<file path="src/mtf_pkg.sv">
/*
 * shared constants and types of the main timer block: register map,
 * field positions, divider figures, bus carrier structs.
 * assumes a 32-bit avalon-mm slave port with byte addresses.
 */
`default_nettype none

package mtf_pkg;

   // ********************************************************
   // register map (byte addresses, one word each)
   // ********************************************************
   localparam logic [7:0] MTF_OFS_COUNT   = 8'h00;
   localparam logic [7:0] MTF_OFS_FLAGS2  = 8'h04;
   localparam logic [7:0] MTF_OFS_MASK2   = 8'h08;
   localparam logic [7:0] MTF_OFS_PORTA   = 8'h0C;
   localparam logic [7:0] MTF_OFS_DIR     = 8'h10;
   localparam logic [7:0] MTF_OFS_USE     = 8'h14;
   localparam logic [7:0] MTF_OFS_CHAN    = 8'h20;   // eight channels, 8'h20..8'h3C
   localparam logic [7:0] MTF_CHAN_MASK   = 8'hE3;   // bits that must match for a channel hit

   // ********************************************************
   // fields and reset values
   // ********************************************************
   localparam int         MTF_FLG_ROLL    = 7;       // rollover flag and its enable
   localparam int         MTF_FLG_PER     = 6;       // periodic flag and its enable
   localparam logic [7:0] MTF_FLG_BITS    = 8'hC0;   // implemented flag bits
   localparam logic [7:0] MTF_MSK_BITS    = 8'hC3;   // implemented mask bits
   localparam logic [7:0] MTF_PSEL_BITS   = 8'h03;   // prescale select field
   localparam logic [7:0] MTF_CAP_PINS    = 8'h07;   // pins that are capture inputs
   localparam logic [15:0] MTF_COUNT_MAX  = 16'hFFFF;
   localparam logic [15:0] MTF_CHAN_RST   = 16'hFFFF;

   // ********************************************************
   // divider figures
   // ********************************************************
   localparam logic [1:0] MTF_OSC_LAST    = 2'h3;    // oscillator divided by four
   localparam int         MTF_WRITE_WIN   = 64;      // bus cycles for the one prescale write
   localparam int         MTF_ACCUM_DIV   = 64;      // accumulator clock = bus / 64
   localparam int         MTF_PER_DIV     = 8192;    // periodic clock = bus / 2^13
   localparam logic [1:0] MTF_WDOG_LAST   = 2'h3;    // watchdog = periodic / 4

   // log2 of the prescale divisor 1, 4, 8, 16
   function automatic logic [2:0] mtf_pre_shift(input logic [1:0] sel);
      case (sel)
         2'h0:    mtf_pre_shift = 3'h0;
         2'h1:    mtf_pre_shift = 3'h2;
         2'h2:    mtf_pre_shift = 3'h3;
         default: mtf_pre_shift = 3'h4;
      endcase
   endfunction

   // ********************************************************
   // bus carriers and slave states
   // ********************************************************
   typedef struct packed {
      logic        read;
      logic        write;
      logic [7:0]  address;
      logic [31:0] writedata;
      logic [3:0]  byteenable;
   } mtf_bus_req_t;

   typedef struct packed {
      logic [31:0] readdata;
      logic        waitrequest;
   } mtf_bus_rsp_t;

   typedef enum logic [1:0] {
      MTF_BUS_IDLE = 2'b01,
      MTF_BUS_ACK  = 2'b10
   } mtf_bus_st_t;

endpackage

`default_nettype wire

</file>
<file path="src/mtf_timer.sv">
/*
 * main timer: oscillator divider, prescaler, 16-bit free-running counter,
 * post-scaler chains, channel registers and port a pin control,
 * with an avalon-mm slave for software.
 * assumes clk_i is the oscillator input and all inputs are synchronous.
 */
// Implementation choices: the address map and the Avalon-MM slave port.
// Contract
// - bus clock is oscillator divided by four
// - bus clock feeds four divider chains
// - two-bit select picks divisor 1,4,8,16
// - one 16-bit counter steps per prescaler pulse
// - main timer clocks post-scalers and counter
// - counter from zero, rollover sets flag
// - writing one clears a flag bit
// - counter read-only in normal modes
// - accumulator clock is bus divided by 64
// - periodic clock is bus divided by 2^13
// - watchdog divides periodic clock by four
// - capture and compare channels, 16-bit registers
// - each timer event has own enable, request (here only rollover and periodic; channel hits have neither)
// - port a low/upper bits shared with channels
// - bit three and seven have extra uses
// - first compare may drive bits seven to three
// - read gives pin or driver level
// - timer pins latch writes, do not drive
// - select codes 00,01,10,11 map to 1,4,8,16
// - prescale written once within 64 cycles (here special mode allows writes at any time)
// - enabled rollover flag raises request
`timescale 1ns/1ps
`default_nettype none

module mtf_timer
   import mtf_pkg::*;
(
   input  wire logic         clk_i,
   input  wire logic         rstn_i,
   input  wire mtf_bus_req_t avs_i,
   output var  mtf_bus_rsp_t avs_o,
   input  wire logic         special_mode_i,
   input  wire logic [3:0]   capture_i,
   input  wire logic [7:0]   timer_level_i,
   input  wire logic [7:0]   pa_in_i,
   output logic      [7:0]   pa_out_o,
   output logic      [7:0]   pa_oe_o,
   output logic      [15:0]  count_o,
   output logic      [7:0]   compare_hit_o,
   output logic              serial_tick_o,
   output logic              main_tick_o,
   output logic              accum_tick_o,
   output logic              periodic_tick_o,
   output logic              watchdog_tick_o,
   output logic              rollover_irq_o,
   output logic              periodic_irq_o
);

   // ********************************************************
   // state
   // ********************************************************
   typedef struct packed {
      mtf_bus_st_t       bus_st;
      logic              waitreq;
      logic [31:0]       rdata;
      logic [1:0]        osc;
      logic [3:0]        pre;
      logic [15:0]       count;
      logic [5:0]        accum;
      logic [12:0]       per;
      logic [1:0]        wdog;
      logic [6:0]        boot;
      logic              locked;
      logic [7:0]        flags2;
      logic [7:0]        mask2;
      logic [7:0]        latch;
      logic [7:0]        dir;
      logic [7:0]        use_t;
      logic [7:0]        pa_out;
      logic [7:0]        pa_oe;
      logic [7:0][15:0]  chan;
      logic [7:0]        hit;
      logic              ser_tk;
      logic              main_tk;
      logic              acc_tk;
      logic              per_tk;
      logic              wd_tk;
      logic              roll_irq;
      logic              per_irq;
   } mtf_state_t;

   mtf_state_t s_ff;
   mtf_state_t nxt_s;

   // channel 3 captures while its pin direction is clear
   logic [7:0] cap_chan;
   assign cap_chan = {4'h0, ~s_ff.dir[3], 3'h7};

   // byte-lane merge of a 16-bit register
   function automatic logic [15:0] merge16(input logic [15:0] old, input logic [31:0] wd,
                                           input logic [3:0] be);
      merge16 = old;
      if (be[0]) begin
         merge16[7:0] = wd[7:0];
      end
      if (be[1]) begin
         merge16[15:8] = wd[15:8];
      end
   endfunction

   // ********************************************************
   // next state
   // ********************************************************
   always_comb begin
      logic        ph2;
      logic        mtk;
      logic        roll_ev;
      logic        per_ev;
      logic        wr;
      logic        win;
      logic [7:0]  clr;
      logic [7:0]  rd8;
      logic [15:0] rd16;
      logic [2:0]  sh;
      logic [3:0]  pre_last;
      logic [5:0]  acc_last;
      logic [12:0] per_last;
      logic [2:0]  ci;
      ph2      = 1'b0;
      mtk      = 1'b0;
      roll_ev  = 1'b0;
      per_ev   = 1'b0;
      clr      = 8'h00;
      rd8      = 8'h00;
      rd16     = 16'h0000;
      nxt_s    = s_ff;
      ci       = avs_i.address[4:2];
      wr       = avs_i.write && (s_ff.bus_st == MTF_BUS_ACK);
      sh       = mtf_pre_shift(s_ff.mask2[1:0]);
      pre_last = 4'((5'h01 << sh) - 5'h01);
      acc_last = 6'((MTF_ACCUM_DIV >> sh) - 1);
      per_last = 13'((MTF_PER_DIV >> sh) - 1);

      // oscillator divided by four gives the bus cycle
      nxt_s.osc = s_ff.osc + 2'h1;
      ph2       = (s_ff.osc == MTF_OSC_LAST);

      // prescaler; a >= compare survives a shrinking divisor
      if (ph2) begin
         if (s_ff.pre >= pre_last) begin
            nxt_s.pre = 4'h0;
            mtk       = 1'b1;
         end else begin
            nxt_s.pre = s_ff.pre + 4'h1;
         end
      end

      // free-running counter and rollover
      if (mtk) begin
         nxt_s.count = s_ff.count + 16'h0001;
         roll_ev     = (s_ff.count == MTF_COUNT_MAX);
      end

      // post-scalers driven by the main timer
      if (mtk) begin
         nxt_s.accum = (s_ff.accum >= acc_last) ? 6'h00 : s_ff.accum + 6'h01;
         if (s_ff.per >= per_last) begin
            nxt_s.per = 13'h0000;
            per_ev    = 1'b1;
            nxt_s.wdog = s_ff.wdog + 2'h1;
         end else begin
            nxt_s.per = s_ff.per + 13'h0001;
         end
      end

      // derived clock pulses, one cycle each
      nxt_s.ser_tk  = ph2;
      nxt_s.main_tk = mtk;
      nxt_s.acc_tk  = mtk && (s_ff.accum >= acc_last);
      nxt_s.per_tk  = per_ev;
      nxt_s.wd_tk   = per_ev && (s_ff.wdog == MTF_WDOG_LAST);

      // bus cycles since reset, saturating past the write window
      if (ph2 && (s_ff.boot < 7'(MTF_WRITE_WIN))) begin
         nxt_s.boot = s_ff.boot + 7'h01;
      end
      win = special_mode_i || (!s_ff.locked && (s_ff.boot < 7'(MTF_WRITE_WIN)));

      // channels: capture strobes and compare hits
      for (int i = 0; i < 8; i++) begin
         if (cap_chan[i] && (i < 4) && capture_i[i[1:0]]) begin
            nxt_s.chan[i] = s_ff.count;
         end
         nxt_s.hit[i] = !cap_chan[i] && mtk && (s_ff.chan[i] == s_ff.count);
      end

      // register read mux
      case (avs_i.address)
         MTF_OFS_COUNT:  rd16 = s_ff.count;
         MTF_OFS_FLAGS2: rd8  = s_ff.flags2 & MTF_FLG_BITS;
         MTF_OFS_MASK2:  rd8  = s_ff.mask2 & MTF_MSK_BITS;
         MTF_OFS_PORTA:  rd8  = (s_ff.pa_oe & s_ff.pa_out) | (~s_ff.pa_oe & pa_in_i);
         MTF_OFS_DIR:    rd8  = s_ff.dir;
         MTF_OFS_USE:    rd8  = s_ff.use_t;
         default: begin
            if ((avs_i.address & MTF_CHAN_MASK) == MTF_OFS_CHAN) begin
               rd16 = s_ff.chan[ci];
            end
         end
      endcase

      // slave: answer one cycle after the request, act at the release edge
      case (s_ff.bus_st)
         MTF_BUS_IDLE: begin
            if (avs_i.read || avs_i.write) begin
               nxt_s.bus_st  = MTF_BUS_ACK;
               nxt_s.waitreq = 1'b0;
               nxt_s.rdata   = {16'h0000, rd16 | {8'h00, rd8}};
            end
         end
         MTF_BUS_ACK: begin
            nxt_s.bus_st  = MTF_BUS_IDLE;
            nxt_s.waitreq = 1'b1;
            nxt_s.rdata   = 32'h0000_0000;
         end
         default: begin
            nxt_s.bus_st  = MTF_BUS_IDLE;
            nxt_s.waitreq = 1'b1;
         end
      endcase

      // register writes
      if (wr && avs_i.byteenable[0]) begin
         case (avs_i.address)
            MTF_OFS_FLAGS2: clr = avs_i.writedata[7:0] & MTF_FLG_BITS;
            MTF_OFS_MASK2: begin
               nxt_s.mask2[7:6] = avs_i.writedata[7:6];
               if (win) begin
                  nxt_s.mask2[1:0] = avs_i.writedata[1:0];
                  nxt_s.locked     = 1'b1;
               end
            end
            MTF_OFS_PORTA: nxt_s.latch = avs_i.writedata[7:0];
            MTF_OFS_DIR:   nxt_s.dir   = avs_i.writedata[7:0];
            MTF_OFS_USE:   nxt_s.use_t = avs_i.writedata[7:0];
            default: ;
         endcase
      end
      if (wr && (avs_i.address == MTF_OFS_COUNT) && special_mode_i) begin
         nxt_s.count = merge16(s_ff.count, avs_i.writedata, avs_i.byteenable);
      end
      if (wr && ((avs_i.address & MTF_CHAN_MASK) == MTF_OFS_CHAN)) begin
         nxt_s.chan[ci] = merge16(s_ff.chan[ci], avs_i.writedata, avs_i.byteenable);
      end

      // sticky flags: a new event beats a clearing write
      nxt_s.flags2 = s_ff.flags2 & ~clr;
      if (roll_ev) begin
         nxt_s.flags2[MTF_FLG_ROLL] = 1'b1;
      end
      if (per_ev) begin
         nxt_s.flags2[MTF_FLG_PER] = 1'b1;
      end

      // separate requests per event
      nxt_s.roll_irq = nxt_s.flags2[MTF_FLG_ROLL] && nxt_s.mask2[MTF_FLG_ROLL];
      nxt_s.per_irq  = nxt_s.flags2[MTF_FLG_PER] && nxt_s.mask2[MTF_FLG_PER];

      // port a: timer pins follow the channel level, never the latch
      for (int i = 0; i < 8; i++) begin
         nxt_s.pa_out[i] = nxt_s.use_t[i] ? timer_level_i[i] : nxt_s.latch[i];
         nxt_s.pa_oe[i]  = nxt_s.dir[i] && !(nxt_s.use_t[i] && MTF_CAP_PINS[i]);
      end
   end

   // ********************************************************
   // state register
   // ********************************************************
   always_ff @(posedge clk_i) begin
      if (!rstn_i) begin
         s_ff         <= '0;
         s_ff.bus_st  <= MTF_BUS_IDLE;
         s_ff.waitreq <= 1'b1;
         s_ff.chan    <= {8{MTF_CHAN_RST}};
      end else begin
         s_ff <= nxt_s;
      end
   end

   // outputs straight from the state; first compare may own bits 7:3
   assign avs_o.readdata    = s_ff.rdata;
   assign avs_o.waitrequest = s_ff.waitreq;
   assign pa_out_o          = s_ff.pa_out;
   assign pa_oe_o           = s_ff.pa_oe;
   assign count_o           = s_ff.count;
   assign compare_hit_o     = s_ff.hit;
   assign serial_tick_o     = s_ff.ser_tk;
   assign main_tick_o       = s_ff.main_tk;
   assign accum_tick_o      = s_ff.acc_tk;
   assign periodic_tick_o   = s_ff.per_tk;
   assign watchdog_tick_o   = s_ff.wd_tk;
   assign rollover_irq_o    = s_ff.roll_irq;
   assign periodic_irq_o    = s_ff.per_irq;
endmodule

`default_nettype wire

</file>
<file path="config.mk">
export PLATFORM = sky130hd
export DESIGN_NAME = mtf_timer
export DESIGN_NICKNAME = d
export VERILOG_FILES = /design/src/mtf_pkg.sv /design/src/mtf_timer.sv
export SDC_FILE = /design/constraint.sdc
export NUM_CORES = 1
export LEC_CHECK = 0
export BUFFER_PORTS_ARGS = -buffer_cell sky130_fd_sc_hd__buf_2
export CELL_PAD_IN_SITES_DETAIL_PLACEMENT = 1
export CELL_PAD_IN_SITES_GLOBAL_PLACEMENT = 2
export CORE_ASPECT_RATIO = 1.2
export CORE_MARGIN = 4
export CORE_UTILIZATION = 40
export DETAILED_ROUTE_END_ITERATION = 16
export PLACE_DENSITY_LB_ADDON = 0.1
export SETUP_SLACK_MARGIN = 0.05
export SYNTH_ARGS = -nofsm -noshare
export SYNTH_HDL_FRONTEND = slang
export SYNTH_SLANG_ARGS = --single-unit
</file>
<file path="constraint.sdc">
create_clock -name clk_i -period 5.32 [get_ports clk_i]
set_input_delay 0 -clock clk_i [delete_from_list [all_inputs] [get_ports clk_i]]
set_output_delay 0 -clock clk_i [all_outputs]
set_load 0.01 [all_outputs]
</file>
Word level (Yosys, flattened, before mapping). Index checks and enable logic that the tools add are counted.

Add/subtract/negate cells: 10. Order comparisons: 6. Equality and inequality tests: 21. Shift operators: 3. Muxes and demuxes: 50. Bitwise logic cells: 8. Reduce and logical (&&, ||, !) cells: 39.

Operators by type and width (number): $mux 16 (9); $bwmux 128 (1); $mux 8 (11); $eq 16x16->1 (5); $mux 64 (1); $pmux 32 s2 (1); $bmux 16 s3 (1); $demux 16 s3 (1); $pmux 8 s5 (1); $mux 32 (1); $pmux 16 s2 (1); $and 8x8->8 (3); $mux 24 (1); $logic_and 1x1->1 (22); $add 16x1->16 const B (1); $eq 16x16->1 const B (1); $eq 8x4->1 const B (2); $eq 8x5->1 const B (2); $not 8->8 (2); $or 16x8->16 (1); $mux 1 (15); $shr 14x3->13 const A (1); $add 13x1->13 const B (1); $ge 13x13->1 (1); 34 further kinds (51).

Register bits: 281. Bits of input ports: 69.

Depth between registers and ports, before layout. Gate-level depths: netlist of run 1.

Depth in word-level cells: 10. Gate-level depth with buffers: 13. Mapped depth without buffers: 12.

Worst setup path before layout of run 1. OpenSTA, ideal clock, no wires.

Kind: flip-flop to flip-flop. Start point: register s_ff[184] (netlist bit). End point: register s_ff[212] (netlist bit). Setup time: 0.074 ns. Data arrival time: 2.554 ns. Data required time: 5.246 ns. Path slack: 2.691 ns. Cell stages (with the launch flop): 12. Path buffers: 0. Cell sequence: dfxtp_1 > ha_1 > nand2_1 > ha_1 > xnor2_1 > ha_1 > a31oi_1 > nand4_1 > a221oi_2 > nor2_1 > or4_1 > a31oi_1.

Cells in the longest elaborated chain, start to end: 7. Elaborated cells between the ends (all ways): 13. Classes of those cells: 2 x add/sub; 2 x order compare; 2 x eq/ne; 2 x shift; 4 x mux; 1 x reduce/logical.

RTL lines: start, declared (RTL line mtf_timer.sv:90) `mtf_state_t s_ff;`; start signal, assigned (RTL line mtf_timer.sv:284) `s_ff <= nxt_s;`; $eq 2x2->1, or another cell as far along (RTL line mtf_pkg.sv:45) `case (sel)`; $pmux 3 s3 (*) (RTL line mtf_pkg.sv:45); branches (longest 5 deep; another with $sub 13x2->13).

Mark *: on every way between the ends. A chain may end at the register's enable or synchronous reset.

Worst setup path after layout of run 1.
Start point: register s_ff[183] (netlist bit). End point: register s_ff, in the netlist count_o[2].

Cells in the longest elaborated chain, start to end: 9. Elaborated cells between the ends (all ways): 11. Classes of those cells: 1 x add/sub; 1 x order compare; 2 x eq/ne; 1 x shift; 3 x mux; 3 x reduce/logical.

RTL lines: $eq 2x2->1, or another cell as far along (RTL line mtf_pkg.sv:45); $pmux 3 s3 (*) (RTL line mtf_pkg.sv:45); $shl 1x3->4 (*) (RTL line mtf_timer.sv:138) `pre_last = 4'((5'h01 << sh) - 5'h01);`; $sub 4x1->4 (*) (RTL line mtf_timer.sv:138); $ge 4x4->1 (*) (RTL line mtf_timer.sv:148) `if (s_ff.pre >= pre_last) begin`; $mux 1 (*) (RTL line mtf_timer.sv:148); $mux 1 (*) (RTL line mtf_timer.sv:147) `if (ph2) begin`; $reduce_bool 2->1 (no line) (*); $reduce_and 2->1 (no line) (*).

Every way passes the cells marked *; elsewhere a longest branch is shown, timed or not.

==> out/qor.yml, run 1 <==
yosys:
  syn_area_per_cell_sq_um: 9.44
  synth-edff-count: 0
  synth_top_area_frac: 0.364
  synthArstFlopShare: 0
  synth_cells: 1458
  ys_top_cells_by_count: "250 x dfxtp_1, 188 x nand2_1, 90 x xor2_1, 78 x buf_4, 76 x nor2_1"
  synth-main-ff-cell: "dfxtp_1"
  yosysSeqAreaShare: 0.364
  ys_ff_latch: 250
  synth.most_common_cell: "dfxtp_1"
  synth.distinct_cells: 86
  yosysTopAreaCell: "dfxtp_1"
  synth_area_sq_um: 13800
  synthTopCellsByArea: "dfxtp_1 36%, xor2_1 5.7%, mux4_2 5.4%"
  synth_warnings: 0
finish:
  finalNetCount: 1582
  fin_area_sq_um: 15200
  final_layout_size_suffix_gt1_frac: 0.187
  area_growth_pct: 10.7
  n_antenna_cell: 0
  layout.cells.non_filler: 1957
  fin_util: 0.448
setup_path:
  cp_data_required_time_ns: 5.82
  slowest_delay_ns: 0.58
  cp_cell_sequence: "inv_1, ha_1, inv_1, ha_1, nand2b_1, a2111o_1, and3_1, a21boi_2, o211ai_1, o31ai_1, dlygate4sd3_1"
  worstPathArrival_ns: 4.11
  crit_path_end_kind: "flip-flop"
  critPathLaunchType: "flip-flop"
  cp-startpoint: "s_ff[183]"
  reg2reg_from: "s_ff[183]"
  crit_fanout: 12
  path_class: "reg2reg"
  slowest_stage: "a21boi_2"
sta:
  worst_pin_slew_ns: 1.18
  grt_setup_unrepaired: "no"
  hold_viol_final: 0
  setup_viol: 0
  finalSetupTns_ns: 0
  clock_skew_ns: 0.0103
  timing.hold.ws_ns: 0.0466
  min_period_over_period: 0.678
  period_needed_ns: 3.61
  report.final.slew_viol_count: 0
  setup_ws_ns: 1.71
  fmax_mhz: 277
  relSlewSlack: 0.215
die:
  num_io_pins: 149
  core_sq_um: 34000
  std_cell_rows: 74
  die_y_um: 211
  start_util: 0.405
  die-area_sq_um: 37400
  die_x_um: 177
drt:
  drc: 0
  drtPass1Iterations: 4
  drtAntennaViolNets: 0
  drt_iter0_markers: 661
  highest_layer: "met5"
  dr_wl_met3_um: 1510
  vias: 11200
  wl_per_cell_um: 23.8
  wl_met1_um: 19700
  routed-wl-met2_um: 23900
  routed_via_density: 5.71
  routed_wl_um: 46600
grt:
  grt_use_total: 0.246
  antenna_found_initial: 1
  grt_pass1_wl_um: 71500
  grt_max_degree: 69
  grt_overflow: 0
  grt_pass1_vias: 11600
clock_network:
  numClockSinks: 250
  cts_htree_levels: 1
  clock_latency_ns: 0.56
  ctsHoldBuffers: 36
  numCtsBuffers: 28
  post_cts_buffers: 0
  cts_tree: "yes"
  post_cts_resized: 0
  cts_root_buf: "clkbuf_16"
  cts_buffer_depth: 3
  clk_pin_slew_ns: 0.06
placement:
  placed_area_sq_um: 14000
  io_buffer_count: 111
  place_congestion: 0.821
  place_inst: 1874
  dp_slack_ns: 1.96
  place_hpwl_um: 32200
hold_path:
  hp-class: "in2reg"
  holdCritStartpoint: "avs_i[36]"
pwr:
  power_density_nw_per_um2: 280
  leakage_nw: 6.16
  p_total_mw: 4.26
  peakVddDrop_uv: 266
job:
  maxCapViolCount: 0
status:
  outcome: "complete, no violations"
final cells by class:
class / instances / area, sq um
clock buffers: 41 / 831
clock inverters: 6 / 55.1
fillers: 3903 / 18800
inverters: 16 / 60.1
multi-input cells: 1027 / 7680
flip-flops and latches: 250 / 5000
well taps: 456 / 571
repair buffers: 161 / 1030
routing by layer:
metal / up-vias / track usage
li1: 5247 / -
met1: 5635 / 0.306
met2: 208 / 0.445
met3: 76 / 0.0251
met4: 2 / 0.0771
met5: - / 0
cells by family (layout without fill, tap and decap cells):
logic type               after synthesis  in the layout  synth area share
AND/OR/NAND/NOR                      431            431             0.158
buffers and inverters                199            224            0.0835
other                                  1             19          0.000273
multiplexers                         142            142             0.149
adder cells (fa/ha/maj)               29             29            0.0264
XOR/XNOR                              94             94            0.0598
flip-flops                           250            250             0.364
AO/OA/AOI/OAI                        312            312             0.159
where the power goes:
part | leakage (nW) | internal [mW] | switching (mW)
Sequential | 2.04 | 1.92 | 0.0322
Clock | 0.441 | 1.12 | 0.803
Combinational | 3.68 | 0.151 | 0.247
registers in the layout (all words and copies together) (netlist names):
| register | count |
|---|---|
| compare_hit_o | 5 |
| pa_out_o | 8 |
| watchdog_tick_o | 1 |
| pa_oe_o | 3 |
| main_tick_o | 1 |
| rollover_irq_o | 1 |
| periodic_tick_o | 1 |
| count_o | 16 |
| accum_tick_o | 1 |
| s_ff | 195 |
| serial_tick_o | 1 |
| avs_o | 16 |
| periodic_irq_o | 1 |
placed cells by master (no fill, tap or decap), types with 5 or more instances in the layout:
cell / netlist / layout
and3_1: 14 / 14
nand4_1: 21 / 21
clkbuf_8: 0 / 6
nand2_2: 5 / 5
o211ai_1: 63 / 63
buf_2: 36 / 109
mux2_2: 21 / 21
a21oi_1: 48 / 48
and2_1: 10 / 10
a22o_1: 6 / 6
nand2b_1: 6 / 6
mux2i_1: 71 / 71
nand2_1: 188 / 188
a22oi_1: 61 / 61
and4_1: 6 / 6
a221oi_1: 7 / 7
nor3_1: 18 / 18
mux4_2: 33 / 33
o21ai_0: 53 / 53
mux2i_4: 15 / 15
clkbuf_16: 0 / 29
dlygate4sd3_1: 0 / 36
dfxtp_1: 250 / 250
or3_1: 7 / 7
nand3_1: 16 / 16
xor2_1: 90 / 90
clkinv_2: 0 / 5
nor4_1: 24 / 23
inv_1: 15 / 15
ha_1: 29 / 29
a31oi_1: 15 / 15
buf_4: 78 / 16
clkbuf_1: 52 / 6
a32oi_1: 16 / 16
nor2_1: 76 / 76
conb_1: 1 / 19
worst max-delay path: cells and delay by family, from the launching register on:
kind                     cells  cell delay [ns]
AO/OA/AOI/OAI                4             1.30
AND/OR/NAND/NOR              2             0.47
buffers and inverters        3             0.81
adder cells (fa/ha/maj)      2             0.47
flip-flops                   1             0.49
worst paths after layout:
path	to	slack (ns)	depth (start not counted)
worst max-delay path	count_o[2]	1.71	11
worst min-delay path	s_ff[178]	0.05	6
worst max register to register	count_o[2]	1.71	11
worst min register to register	s_ff[248]	0.42	1
No activity file was read; power rests on OpenSTA's default activity.
==> run 2, diff against run 1 <==
- CORE_UTILIZATION: 40 -> 34
- clock period: 5.32 -> 3.2 ns (I/O delays scaled with it)
==> run 2 against run 1 <==
Net effect: combinational power rose by 74%; largest power group is now the clock network; clock skew increased by 0.0014 ns; sequential share of layout area decreased by 1.2 points; non-clock buffer count grew 40; design area grew 3.8%; final cell count is 6.4% higher; worst setup slack got worse by 1.4 ns; utilization fell by 5.1 points; critical path depth unchanged; worst hold slack improved by 0.026 ns; clock power increased by 86%; die area increased by 17%.
==> out/qor.yml, run 2 (same netlist as run 1, synthesis figures left out) <==
drt:
  vias: 11300  # +1.3%
  routed-wl-met2_um: 25100  # +4.7%
  wl_per_cell_um: 24.1  # +0.98%
  highest_layer: "met5"
  drtAntennaViolNets: 0  # unchanged
  dr_wl_met3_um: 1740  # +15%
  routed_via_density: 5.43  # -4.8%
  wl_met1_um: 21600  # +9.7%
  drtPass1Iterations: 4  # unchanged
  routed_wl_um: 50100  # +7.4%
  drt_iter0_markers: 425  # -36%
  drc: 0  # unchanged
setup_path:
  worstPathArrival_ns: 3.36  # -0.75 ns
  cp_data_required_time_ns: 3.69  # -2.13 ns
  reg2regPathDepth: 11  # unchanged
  crit_path_end_kind: "flip-flop"
  timing.rr.end: "s_ff[221]"
  path_class: "reg2reg"
  regToRegSetupSlack_ns: 0.33  # -1.38 ns
  crit_fanout: 7  # -5
  reg2reg_from: "s_ff[184]"
  critPathLaunchType: "flip-flop"
clock_network:
  cts_tree: "yes"
  clock_latency_ns: 0.57  # about the same
  numClockSinks: 250  # unchanged
  cts_buffer_depth: 3  # unchanged
  cts_htree_levels: 1  # unchanged
  cts_root_buf: "clkbuf_16"
  clk_pin_slew_ns: 0.06  # about the same
  numCtsBuffers: 30  # +7.1%
placement:
  placed_area_sq_um: 14400  # +3.1%
  place_congestion: 0.808  # -1.5%
  place_inst: 1993  # +6.4%
  io_buffer_count: 111  # unchanged
  place_hpwl_um: 35100  # +9.0%
finish:
  finalNetCount: 1624  # +2.7%
  fin_area_sq_um: 15800  # +3.8%
  layout.cells.non_filler: 2082  # +6.4%
  layout_common_cells: "249 x dfxtp_1, 188 x nand2_1, 109 x buf_2"
  final_layout_size_suffix_gt1_frac: 0.218  # +0.0310
  fillers: 4605  # +18%
  final_common_cell: "dfxtp_1"
  fin_util: 0.397  # -0.0513
  n_antenna_cell: 0  # unchanged
  largest_reg_flops: 195  # unchanged
  top_register: "s_ff"
  area_growth_pct: 14.9
grt:
  grt_use_total: 0.222  # -0.0235
  grt_pass1_vias: 11700  # +0.32%
  grt_max_degree: 50  # -28%
  grt_overflow: 0  # unchanged
  antenna_found_initial: 1  # unchanged
  grt_pass1_wl_um: 74900  # +4.8%
pwr:
  leakage_nw: 6.44  # +4.6%
  sw_frac_of_total: 0.252  # -0.00195
  p_comb_frac: 0.092  # about the same
  power_density_nw_per_um2: 475  # +70%
  peakVddDrop_uv: 416  # +56%
  p_switching_mw: 1.89  # +75%
  p_seq_frac: 0.431  # -0.026
  p_clk_frac: 0.477  # +0.027
  p_int_mw: 5.62  # +77%
die:
  num_io_pins: 149  # unchanged
  std_cell_rows: 80  # +8.1%
  die-area_sq_um: 43800  # +17%
  core_sq_um: 39800  # +17%
  die_y_um: 228  # +8.1%
  die_x_um: 192  # +8.1%
  start_util: 0.345  # -0.0595
job:
  maxCapViolCount: 0  # unchanged
hold_path:
  hp-class: "in2reg"
  holdCritStartpoint: "avs_i[40]"
  min_path_cells: 4  # -2
  hold_end: "avs_o[5]"
sta:
  relSlewSlack: 0.445  # +0.229
  period_needed_ns: 2.87  # -0.741 ns
  clock_skew_ns: 0.0117  # +0.00139 ns
  min_period_over_period: 0.896  # +0.218
  report.final.slew_viol_count: 0  # unchanged
  hold_viol_final: 0  # unchanged
  worst_pin_slew_ns: 0.833  # -0.343 ns
  setup_viol: 0  # unchanged
  grt_setup_unrepaired: "no"
  fmax_mhz: 349  # +26%
  finalSetupTns_ns: 0  # unchanged
status:
  outcome: "complete, no violations"
-- run 2: cell types whose count changed in the layout (fill, tap and decap cells not counted), moves of 2 or more --
cell / delta
buf_12: +2
buf_4: +40
clkbuf_1: -3
clkbuf_16: +2
clkbuf_8: +5
clkinv_2: +2
dlygate4sd3_1: -2
-- run 2: metrics by stage --
stage	setup WS, ns	hold WS [ns]	total power [mW]
after global routing	0.0812	0.0745	7.78
after detailed placement	0.188	0.250	3.96
final	0.334	0.0725	7.51
after floorplan	0.571	0.136	3.74
after CTS	0.153	0.0441	7.60
after global placement	0.260	0.242	3.96
-- run 2: area by class of cell --
type / count / area [sq um] / share of cell area
Clock inverter: 10 / 104 / 0.00657
Sequential cell: 250 / 5010 / 0.317
Clock buffer: 45 / 938 / 0.0594
Inverter: 16 / 60.1 / 0.00380
Timing Repair Buffer: 201 / 1350 / 0.0852
Multi-Input combinational cell: 1027 / 7690 / 0.486
Tap cell: 533 / 667 / 0.0422
-- run 2: how the worst max path moves through the flow --
stage                     startpoint         to  slack (ns)  cells after the start
after CTS                  s_ff[184]  s_ff[217]        0.15                     11
after global routing       s_ff[184]  s_ff[221]        0.08                     11
after global placement     s_ff[184]  s_ff[211]        0.26                     11
after floorplan            s_ff[184]  s_ff[212]        0.57                     11
after detailed placement   s_ff[184]  s_ff[215]        0.19                     11
final                      s_ff[184]  s_ff[221]        0.33                     11
-- run 2: what timing repair did --
action                                  in CTS  in global routing
buffers inserted                             0                  0
hold endpoints to repair                   129                  0
endpoints found under the setup margin       0                 12
hold buffers                                34                  0
gates resized for setup                      0                  4
-- run 2: power by group through the flow --
stage               registers (mW)  logic (mW)  clock network [mW]
floorplan                     3.29       0.455                   0
global placement              3.30       0.656                   0
detailed placement            3.30       0.661                   0
CTS                           3.23       0.695                3.67
global route                  3.24       0.738                3.80
finish                        3.23       0.690                3.58
-- run 2: worst max-delay path, cell delays in order (launching register included) --
cell,delay (ns)
dfxtp_2,0.40
ha_2,0.27
nand2_1,0.09
ha_1,0.20
xnor2_1,0.17
ha_1,0.27
a31oi_1,0.20
nand4_1,0.13
a221oi_2,0.26
o21ai_1,0.21
or4_1,0.50
o21ai_0,0.09
-- run 2: metal layers --
layer | vias up | track usage
li1 | 5342 | -
met1 | 5659 | 0.277
met2 | 226 | 0.397
met3 | 82 | 0.0269
met4 | 2 | 0.0692
met5 | - | 0
